File: config.mk
export PLATFORM = sky130hd
export DESIGN_NAME = seq_prog_ctrl
export DESIGN_NICKNAME = d
export VERILOG_FILES = /design/src/design/seq_prog_pkg.sv /design/src/design/spi_link_if.sv /design/src/design/spi_bit_rx.sv /design/src/design/seq_prog_ctrl.sv
export VERILOG_INCLUDE_DIRS = /design/src /design/src/design
export SDC_FILE = /design/constraint.sdc
export NUM_CORES = 1
export LEC_CHECK = 0
export BUFFER_PORTS_ARGS = -buffer_cell sky130_fd_sc_hd__buf_2
export CORE_UTILIZATION = 31
export CTS_CLUSTER_DIAMETER = 40
export CTS_CLUSTER_SIZE = 30
export DETAILED_ROUTE_END_ITERATION = 10
export HOLD_SLACK_MARGIN = 0.15
export PLACE_DENSITY = 0.55
export SYNTH_ARGS = -nofsm -noshare
export SYNTH_HDL_FRONTEND = slang
export SYNTH_SLANG_ARGS = --single-unit
File: constraint.sdc
create_clock -name clk_sys -period 6.2 [get_ports clk_sys]
set_input_delay 1.24 -clock clk_sys [delete_from_list [all_inputs] [get_ports clk_sys]]
set_output_delay 1.24 -clock clk_sys [all_outputs]
set_load 0.02 [all_outputs]
File: src/design/seq_prog_map.svh
// Offsets, reset values, timing counts and command codes of the sequential program controller
`ifndef SEQ_PROG_MAP_SVH
`define SEQ_PROG_MAP_SVH
`define CLK_PERIOD_NS 5
`define BYTE_PROG_TIME_NS 20000
`define BYTE_PROG_CYC ((`BYTE_PROG_TIME_NS + `CLK_PERIOD_NS - 1) / `CLK_PERIOD_NS)
`define ARRAY_LAST_ADDR 24'h03ffff
`define ADDR_LAST_IDX 2'h2
`define STAT_ONE_BUSY_BIT 0
`define STAT_ONE_LATCH_BIT 1
`define LATCH_RST 1'b0
`define SEQ_RST 1'b0
`define BUSY_RST 1'b0
`define CMD_SEQ_A 8'had
`define CMD_SEQ_B 8'haf
`define CMD_WREN 8'h06
`define CMD_WRDI 8'h04
`define CMD_TERM 8'hf0
`define CMD_RST_EN 8'h66
`define CMD_RST 8'h99
`define CMD_SR_A 8'h05
`define CMD_SR_B 8'h35
`define CMD_SR_C 8'h15
`define CMD_SR_IND 8'h65
`define CMD_ACT_INT 8'h25
`define CMD_ID_A 8'h9f
`define CMD_ID_B 8'h90
`define CMD_ID_C 8'h94
`endif

File: src/design/seq_prog_pkg.sv
// Types shared by the serial receiver and the sequential program controller
`default_nettype none
package seq_prog_pkg;
    typedef enum logic [2:0] {PH_IDLE, PH_CMD, PH_ADDR, PH_DATA, PH_SKIP} phase_t;
    typedef enum logic [1:0] {P_IDLE, P_RUN, P_CHK} prog_t;
    typedef struct packed {
        logic cs1, cs2, cs3;
        logic ck1, ck2, ck3;
        logic si1, si2;
        logic [7:0] sh;
        logic [2:0] bit_pos;
        logic [7:0] byte_val;
        logic byte_stb, sel_fall, sel_rise;
    } rx_t;
    typedef struct packed {
        phase_t ph;
        prog_t pst;
        logic [7:0] cmd;
        logic cmd_ok;
        logic [1:0] abytes;
        logic [23:0] addr;
        logic [7:0] data;
        logic got_data, initial_xfer;
        logic wlatch, seq, busy;
        logic [15:0] tmr;
        logic rst_armed;
        logic acc, rej, start;
    } ctrl_t;
endpackage : seq_prog_pkg
`default_nettype wire

File: src/design/spi_link_if.sv
// Byte and chip-select events passed from the serial receiver to the controller
`timescale 1ns/1ps
`default_nettype none
interface spi_link_if;
    logic byte_stb;
    logic [7:0] byte_val;
    logic [2:0] bit_pos;
    logic sel_fall;
    logic sel_rise;
    modport src(output byte_stb, output byte_val, output bit_pos, output sel_fall, output sel_rise);
    modport dst(input byte_stb, input byte_val, input bit_pos, input sel_fall, input sel_rise);
endinterface : spi_link_if
`default_nettype wire

File: src/design/spi_bit_rx.sv
// Synchronises the serial pins and assembles MSB-first bytes
`timescale 1ns/1ps
`default_nettype none
module spi_bit_rx
    import seq_prog_pkg::*;
(
    input wire logic clk_sys,
    input wire logic rst_n,
    input wire logic spi_sclk,
    input wire logic spi_cs_n,
    input wire logic spi_si,
    spi_link_if.src lk
);
    rx_t q, n;

    always_comb begin
        n = q;
        n.byte_stb = 1'b0;
        n.sel_fall = 1'b0;
        n.sel_rise = 1'b0;
        n.cs1 = spi_cs_n;
        n.cs2 = q.cs1;
        n.cs3 = q.cs2;
        n.ck1 = spi_sclk;
        n.ck2 = q.ck1;
        n.ck3 = q.ck2;
        n.si1 = spi_si;
        n.si2 = q.si1;
        // Modes 0 and 3 both sample on the rising clock edge
        if (!q.cs2 && q.ck2 && !q.ck3) begin
            n.sh = {q.sh[6:0], q.si2};
            n.bit_pos = q.bit_pos + 3'h1;
            if (q.bit_pos == 3'h7) begin
                n.byte_val = {q.sh[6:0], q.si2};
                n.byte_stb = 1'b1;
            end
        end
        if (q.cs3 && !q.cs2) begin
            n.sel_fall = 1'b1;
            n.bit_pos = 3'h0;
        end
        if (!q.cs3 && q.cs2) begin
            n.sel_rise = 1'b1;
        end
    end

    always_ff @(posedge clk_sys or negedge rst_n) begin
        if (!rst_n) begin
            q <= '0;
            q.cs1 <= 1'b1;
            q.cs2 <= 1'b1;
            q.cs3 <= 1'b1;
        end else begin
            q <= n;
        end
    end

    assign lk.byte_stb = q.byte_stb;
    assign lk.byte_val = q.byte_val;
    assign lk.bit_pos = q.bit_pos;
    assign lk.sel_fall = q.sel_fall;
    assign lk.sel_rise = q.sel_rise;
endmodule : spi_bit_rx
`default_nettype wire

File: src/design/seq_prog_ctrl.sv
// Sequential program mode controller: command gating, address counter and self-timed byte program
`timescale 1ns/1ps
`default_nettype none
`include "seq_prog_map.svh"
// Summary of operation
// - While busy, ignore all commands except a small permitted set.
// - Idle in mode: accept status reads, active interrupt and identification reads.
// - Idle in mode: accept sequential program, write enable/disable, terminate, reset pair.
// - In mode: reject array/buffer reads and writes, erases, byte/page programs.
// - In mode: reject suspend, resume, locks, OTP, status writes, power-down, misc.
// - Several data bytes in one cycle: only the last byte is programmed.
// - Chip select rising off a byte boundary or without data aborts and clears latch.
// - Protected initial address: no program, back to idle, latch cleared.
// - Counter entering protected block ends the mode and clears the latch.
// - No wrap: after the last array location the mode ends, latch cleared.
// - Counter entering a block with suspended erase ends the mode.
// - Write latch cleared for any reason ends the mode.
// - Busy flag in status register one is set during each byte program.
// - First transfer: command, 24-bit address, data; later: command and data only.
// - Write enable not needed per byte; write disable ends the mode.
module seq_prog_ctrl
    import seq_prog_pkg::*;
(
    input wire logic clk_sys,
    input wire logic rst_n,
    input wire logic spi_sclk,
    input wire logic spi_cs_n,
    input wire logic spi_si,
    input wire logic addr_protected,
    input wire logic erase_susp,
    input wire logic [7:0] susp_blk,
    output logic device_busy_flag,
    output logic write_latch_flag,
    output logic seq_prog_active_flag,
    output logic [7:0] status_reg_one,
    output logic prog_start,
    output logic [23:0] prog_addr,
    output logic [7:0] prog_data,
    output logic cmd_accepted,
    output logic cmd_rejected,
    output logic [7:0] cmd_code
);
    spi_link_if lk();

    spi_bit_rx u_rx (
        .clk_sys(clk_sys),
        .rst_n(rst_n),
        .spi_sclk(spi_sclk),
        .spi_cs_n(spi_cs_n),
        .spi_si(spi_si),
        .lk(lk)
    );

    function automatic logic busy_ok(input logic [7:0] c);
        case (c)
            `CMD_SR_A, `CMD_SR_B, `CMD_SR_C, `CMD_SR_IND, `CMD_ACT_INT, `CMD_RST_EN, `CMD_RST: busy_ok = 1'b1;
            default: busy_ok = 1'b0;
        endcase
    endfunction : busy_ok

    function automatic logic seq_ok(input logic [7:0] c);
        case (c)
            `CMD_SR_A, `CMD_SR_B, `CMD_SR_C, `CMD_SR_IND, `CMD_ACT_INT,
            `CMD_ID_A, `CMD_ID_B, `CMD_ID_C,
            `CMD_SEQ_A, `CMD_SEQ_B, `CMD_WREN, `CMD_WRDI, `CMD_TERM, `CMD_RST_EN, `CMD_RST: seq_ok = 1'b1;
            default: seq_ok = 1'b0;
        endcase
    endfunction : seq_ok

    ctrl_t q, n;
    logic allow;
    logic is_seq_cmd;
    logic prog_done;

    assign allow = q.busy ? busy_ok(lk.byte_val) : (q.seq ? seq_ok(lk.byte_val) : 1'b1);
    assign is_seq_cmd = (lk.byte_val == `CMD_SEQ_A) || (lk.byte_val == `CMD_SEQ_B);
    assign prog_done = (q.pst == P_RUN) && (q.tmr == 16'(`BYTE_PROG_CYC - 1));

    always_comb begin
        n = q;
        n.acc = 1'b0;
        n.rej = 1'b0;
        n.start = 1'b0;
        if (lk.sel_fall) begin
            n.ph = PH_CMD;
        end
        if (lk.byte_stb) begin
            case (q.ph)
                PH_CMD: begin
                    n.cmd = lk.byte_val;
                    n.cmd_ok = allow;
                    n.ph = PH_SKIP;
                    if (!allow) begin
                        n.rej = 1'b1;
                    end else begin
                        n.acc = 1'b1;
                        if (is_seq_cmd && !q.busy) begin
                            if (q.seq) begin
                                n.ph = PH_DATA;
                                n.initial_xfer = 1'b0;
                                n.got_data = 1'b0;
                            end else if (q.wlatch) begin
                                n.ph = PH_ADDR;
                                n.abytes = 2'h0;
                                n.initial_xfer = 1'b1;
                                n.got_data = 1'b0;
                            end
                        end
                    end
                end
                PH_ADDR: begin
                    n.addr = {q.addr[15:0], lk.byte_val};
                    n.abytes = q.abytes + 2'h1;
                    if (q.abytes == `ADDR_LAST_IDX) begin
                        n.ph = PH_DATA;
                    end
                end
                PH_DATA: begin
                    // Later bytes overwrite earlier ones
                    n.data = lk.byte_val;
                    n.got_data = 1'b1;
                end
                default: begin
                end
            endcase
        end
        if (lk.sel_rise) begin
            n.ph = PH_IDLE;
            case (q.ph)
                PH_ADDR, PH_DATA: begin
                    if (!q.got_data || lk.bit_pos != 3'h0) begin
                        n.wlatch = 1'b0;
                    end else if (q.initial_xfer && addr_protected) begin
                        n.wlatch = 1'b0;
                    end else begin
                        n.seq = 1'b1;
                        n.busy = 1'b1;
                        n.pst = P_RUN;
                        n.tmr = 16'h0000;
                        n.start = 1'b1;
                    end
                end
                PH_SKIP: begin
                    // Only commands ending on a byte boundary act; frame length is not checked
                    if (q.cmd_ok && lk.bit_pos == 3'h0) begin
                        n.rst_armed = (q.cmd == `CMD_RST_EN);
                        case (q.cmd)
                            `CMD_WREN: n.wlatch = 1'b1;
                            `CMD_WRDI: n.wlatch = 1'b0;
                            `CMD_TERM: n.seq = 1'b0;
                            `CMD_RST: begin
                                if (q.rst_armed) begin
                                    n.wlatch = 1'b0;
                                    n.seq = 1'b0;
                                end
                            end
                            default: begin
                            end
                        endcase
                    end
                end
                default: begin
                end
            endcase
        end
        case (q.pst)
            P_RUN: begin
                n.tmr = q.tmr + 16'h0001;
                if (prog_done) begin
                    if (q.addr == `ARRAY_LAST_ADDR) begin
                        n.seq = 1'b0;
                        n.wlatch = 1'b0;
                        n.busy = 1'b0;
                        n.pst = P_IDLE;
                    end else begin
                        n.addr = q.addr + 24'h000001;
                        n.pst = P_CHK;
                    end
                end
            end
            P_CHK: begin
                // Protection input follows the incremented counter one cycle later
                n.busy = 1'b0;
                n.pst = P_IDLE;
                if (addr_protected) begin
                    n.seq = 1'b0;
                    n.wlatch = 1'b0;
                end
                if (erase_susp && q.addr[23:16] == susp_blk) begin
                    n.seq = 1'b0;
                end
            end
            default: begin
            end
        endcase
        if (!n.wlatch) begin
            n.seq = 1'b0;
        end
    end

    always_ff @(posedge clk_sys or negedge rst_n) begin
        if (!rst_n) begin
            q <= '0;
            q.ph <= PH_IDLE;
            q.pst <= P_IDLE;
            q.wlatch <= `LATCH_RST;
            q.seq <= `SEQ_RST;
            q.busy <= `BUSY_RST;
        end else begin
            q <= n;
        end
    end

    always_comb begin
        status_reg_one = 8'h00;
        status_reg_one[`STAT_ONE_BUSY_BIT] = q.busy;
        status_reg_one[`STAT_ONE_LATCH_BIT] = q.wlatch;
    end
    assign device_busy_flag = q.busy;
    assign write_latch_flag = q.wlatch;
    assign seq_prog_active_flag = q.seq;
    assign prog_start = q.start;
    assign prog_addr = q.addr;
    assign prog_data = q.data;
    assign cmd_accepted = q.acc;
    assign cmd_rejected = q.rej;
    assign cmd_code = q.cmd;
endmodule : seq_prog_ctrl
`default_nettype wire

==> flow_summary_export.csv <==
group,metric,value,unit
logic_synthesis,syn_area_per_cell,9.664,µm²
grt,grt-ovfl-total,0,
clocking,clkTransAtPathRegs,0.07,ns
grt,track_usage,15.16,%
place,place_area,0.005774,mm²
power,leakagePower,2.798,nW
floorplanning,die_area,0.01872,mm²
routing,dr_total_vias,4332,
logic_synthesis,ys_seq_area_share,45.37,%
critical_path,critPathArrivalTime,2.88,ns
cells_and_area,layout-drive-gt1-share,20.47,%
routing,ant_nets,0,
sta,rsz0062_at_grt,"no",
grt,grt_max_degree,69,
place,dp_hpwl,9503,µm
grt,grt_pass1_vias,4112,
critical_path,cp_max_fo,10,
grt,antenna_found_initial,0,
clocking,cts_buffers,9,
floorplanning,dieHeight,136.8,µm
sta,setup_tns,0,ns
critical_path,r2r_start,"prog_addr[1]$_DFF_PN0_",
cells_and_area,seqCellArea,0.002556,mm²
clocking,cts_tree,"built",
routing,viasPerCell,5.270,
cells_and_area,fillers,1791,
clocking,cts-root-buf,"clkbuf_16",
sta,slew_headroom,37.84,%
clocking,postCtsHoldBufs,0,
cells_and_area,mostFrequentLayoutCells,"99 x dfrtp_1, 71 x nand2_1, 61 x buf_2",
job,maxCapViolCount,0,
floorplanning,die_w,136.8,µm
clocking,cts_num_sinks,102,
routing,drt-pass1-iter-count,6,
place,place_ws,3.463,ns
critical_path,required,6.44,ns
sta,finalCritPeriodShare,42.58,%
logic_synthesis,post_synth_instance_area,0.005634,mm²
clocking,clk_latency,0.36,ns
sta,fin_ws,3.560,ns
cells_and_area,final_common_cell,"dfrtp_1",
critical_path,crit_type,"register to register",
logic_synthesis,syn_inst,583,
power,p_per_area,219.4,mW/mm²
logic_synthesis,synth_edf_count,0,
sta,finalClockSkew,0.01103,ns
routing,wirelength,13610,µm
grt,grt_pass1_wl,21900,µm
logic_synthesis,synth_top_area_share,43.97,%
clocking,cts.repair.resized,0,
min_path,hp-class,"register to register",
logic_synthesis,yosys_warnings,0,
clocking,cts_max_level,3,
logic_synthesis,ys_types,69,
cells_and_area,final_util,34.66,%
critical_path,endpoint_kind,"register",
power,power,0.001333,W
sta,slew_viol_final,0,
floorplanning,io_pins,69,
logic_synthesis,synthFlopType,"dfrtp_1",
critical_path,crit_path_start_kind,"register",
floorplanning,rows,48,
logic_synthesis,ys_ff_latch,102,
routing,remaining_drc_errors,0,
critical_path,critPathLaunch,"prog_addr[1]$_DFF_PN0_",
cells_and_area,stdcell_area,0.006078,mm²
status,status,"finished, final reports clean",
cells_and_area,area_growth,7.884,%
logic_synthesis,synth_area_leaders,"dfrtp_1 44%, buf_4 6.5%, nand2_1 4.7%, mux2_2 4.2%, o21ai_0 2.8%",
sta,final.min_clock_period,2.640,ns
place,numPortBuffers,62,
sta,max_clock_freq,0.3788,GHz
sta,worst_slew_pin_slew,0.9239,ns
cells_and_area,layout.nets,614,
cells_and_area,multiInputGateArea,0.002549,mm²
routing,wl_per_cell,16.56,µm
min_path,min-delay-start,"u_rx.n[22]$_DFF_PN0_",
routing,dr.first_iter.drc_count,238,
place,gp_congestion,0.8351,
sta,hold_violations,0,
clocking,cts_setup_buffers,0,
logic_synthesis,async_reset_ff_share,100.0,%
clocking,cts_max_path_buffers,2,
logic_synthesis,yosysTopAreaCell,"dfrtp_1",
floorplanning,coreArea,0.01754,mm²
floorplanning,start_util,32.13,%
sta,finalSetupViolations,0,
power,vdd_drop_max,0.1349,mV
[state kept, by name, indices dropped and copies added, names as in the netlist]
register	cells
prog_addr	24
u_rx.n	5
q	27
u_rx.lk.bit_pos	3
prog_start	1
cmd_code	8
u_rx.lk.byte_val	8
device_busy_flag	1
u_rx.lk.sel_fall	1
cmd_rejected	1
u_rx.lk.byte_stb	1
u_rx.q	10
prog_data	8
cmd_accepted	1
u_rx.lk.sel_rise	1
seq_prog_active_flag	1
write_latch_flag	1
[worst max-delay path, cell delays in order, from the launching register on]
cell and delay [ns]:
dfrtp_1 0.45, ha_1 0.25, nand3_2 0.15, nor4_4 0.59, and4_1 0.47, o21ai_2 0.23, o21a_1 0.17, o221a_1 0.22
[cell families after synthesis]
| group | synth area share (%) |
|---|---|
| flops | 45.37 |
| buf+inv | 9.727 |
| xor+xnor | 2.021 |
| fa+ha+maj | 1.777 |
| simple gates | 20.70 |
| other cells | 0.06656 |
| mux | 4.908 |
| compound gates | 15.43 |
[through the flow]
step                hold slack [ns]  cells
floorplan                    0.3312    588
global placement             0.3315    805
detailed placement           0.3356    805
CTS                          0.3530    821
global route                 0.3646    821
finish                       0.3537    822
[routing by layer]
| layer | vias up | wire, µm | track usage, % |
|---|---|---|---|
| met5 | - | 0 | 0 |
| met4 | 0 | 233 | 4.884 |
| met3 | 23 | 783 | 3.667 |
| met2 | 146 | 6316 | 23.97 |
| met1 | 2101 | 6276 | 20.32 |
| li1 | 2062 | - | - |
[final timing paths]
check / depth (start not counted) / to / slack [ns]
hold reg to reg: 0 / u_rx.q[22]$_DFF_PN0_ / 0.35
hold / removal: 0 / u_rx.q[22]$_DFF_PN0_ / 0.35
max in group asynchronous: 2 / q[13]$_DFFE_PN0P_ / 4.11
setup / recovery: 7 / prog_addr[3]$_DFF_PN0_ / 3.56
min in group asynchronous: 1 / prog_addr[18]$_DFF_PN0_ / 0.84
setup reg to reg: 7 / prog_addr[3]$_DFF_PN0_ / 3.56
[Yosys cell counts (all sizes together) (4+ instances only)]
library cell and number:
dfrtp 99, nand2 72, buf 56, o21ai 37, nor2 35, nand3 31
a21oi 28, mux2 21, nand4 19, clkbuf 16, inv 16, and3 13
nor2b 11, o221a 11, o31ai 10, xnor2 9, ha 8, nor4 8
nor3 6, and2 5, a211oi 4, a31oi 4, mux2i 4, nand4b 4
nor3b 4, o21a 4, xor2 4
[layout make-up]
cell class	instances	share of cell area (%)
sequential	102	42.05
tap	225	4.632
inverter	16	0.9881
timing repair buffer	64	5.393
clock inverter	6	1.029
multi-input combinational	398	41.93
antenna	1	0.04117
clock buffer	10	3.932
[report_power, final]
| part | internal (W) | total [W] | switching [W] |
|---|---|---|---|
| combinational | 0.0000249 | 0.0000544 | 0.0000294 |
| clock | 0.000295 | 0.000572 | 0.000277 |
| sequential | 0.000690 | 0.000707 | 0.0000173 |
| total | 0.00101 | 0.00133 | 0.000324 |
Power figures use the tool's default switching activity.
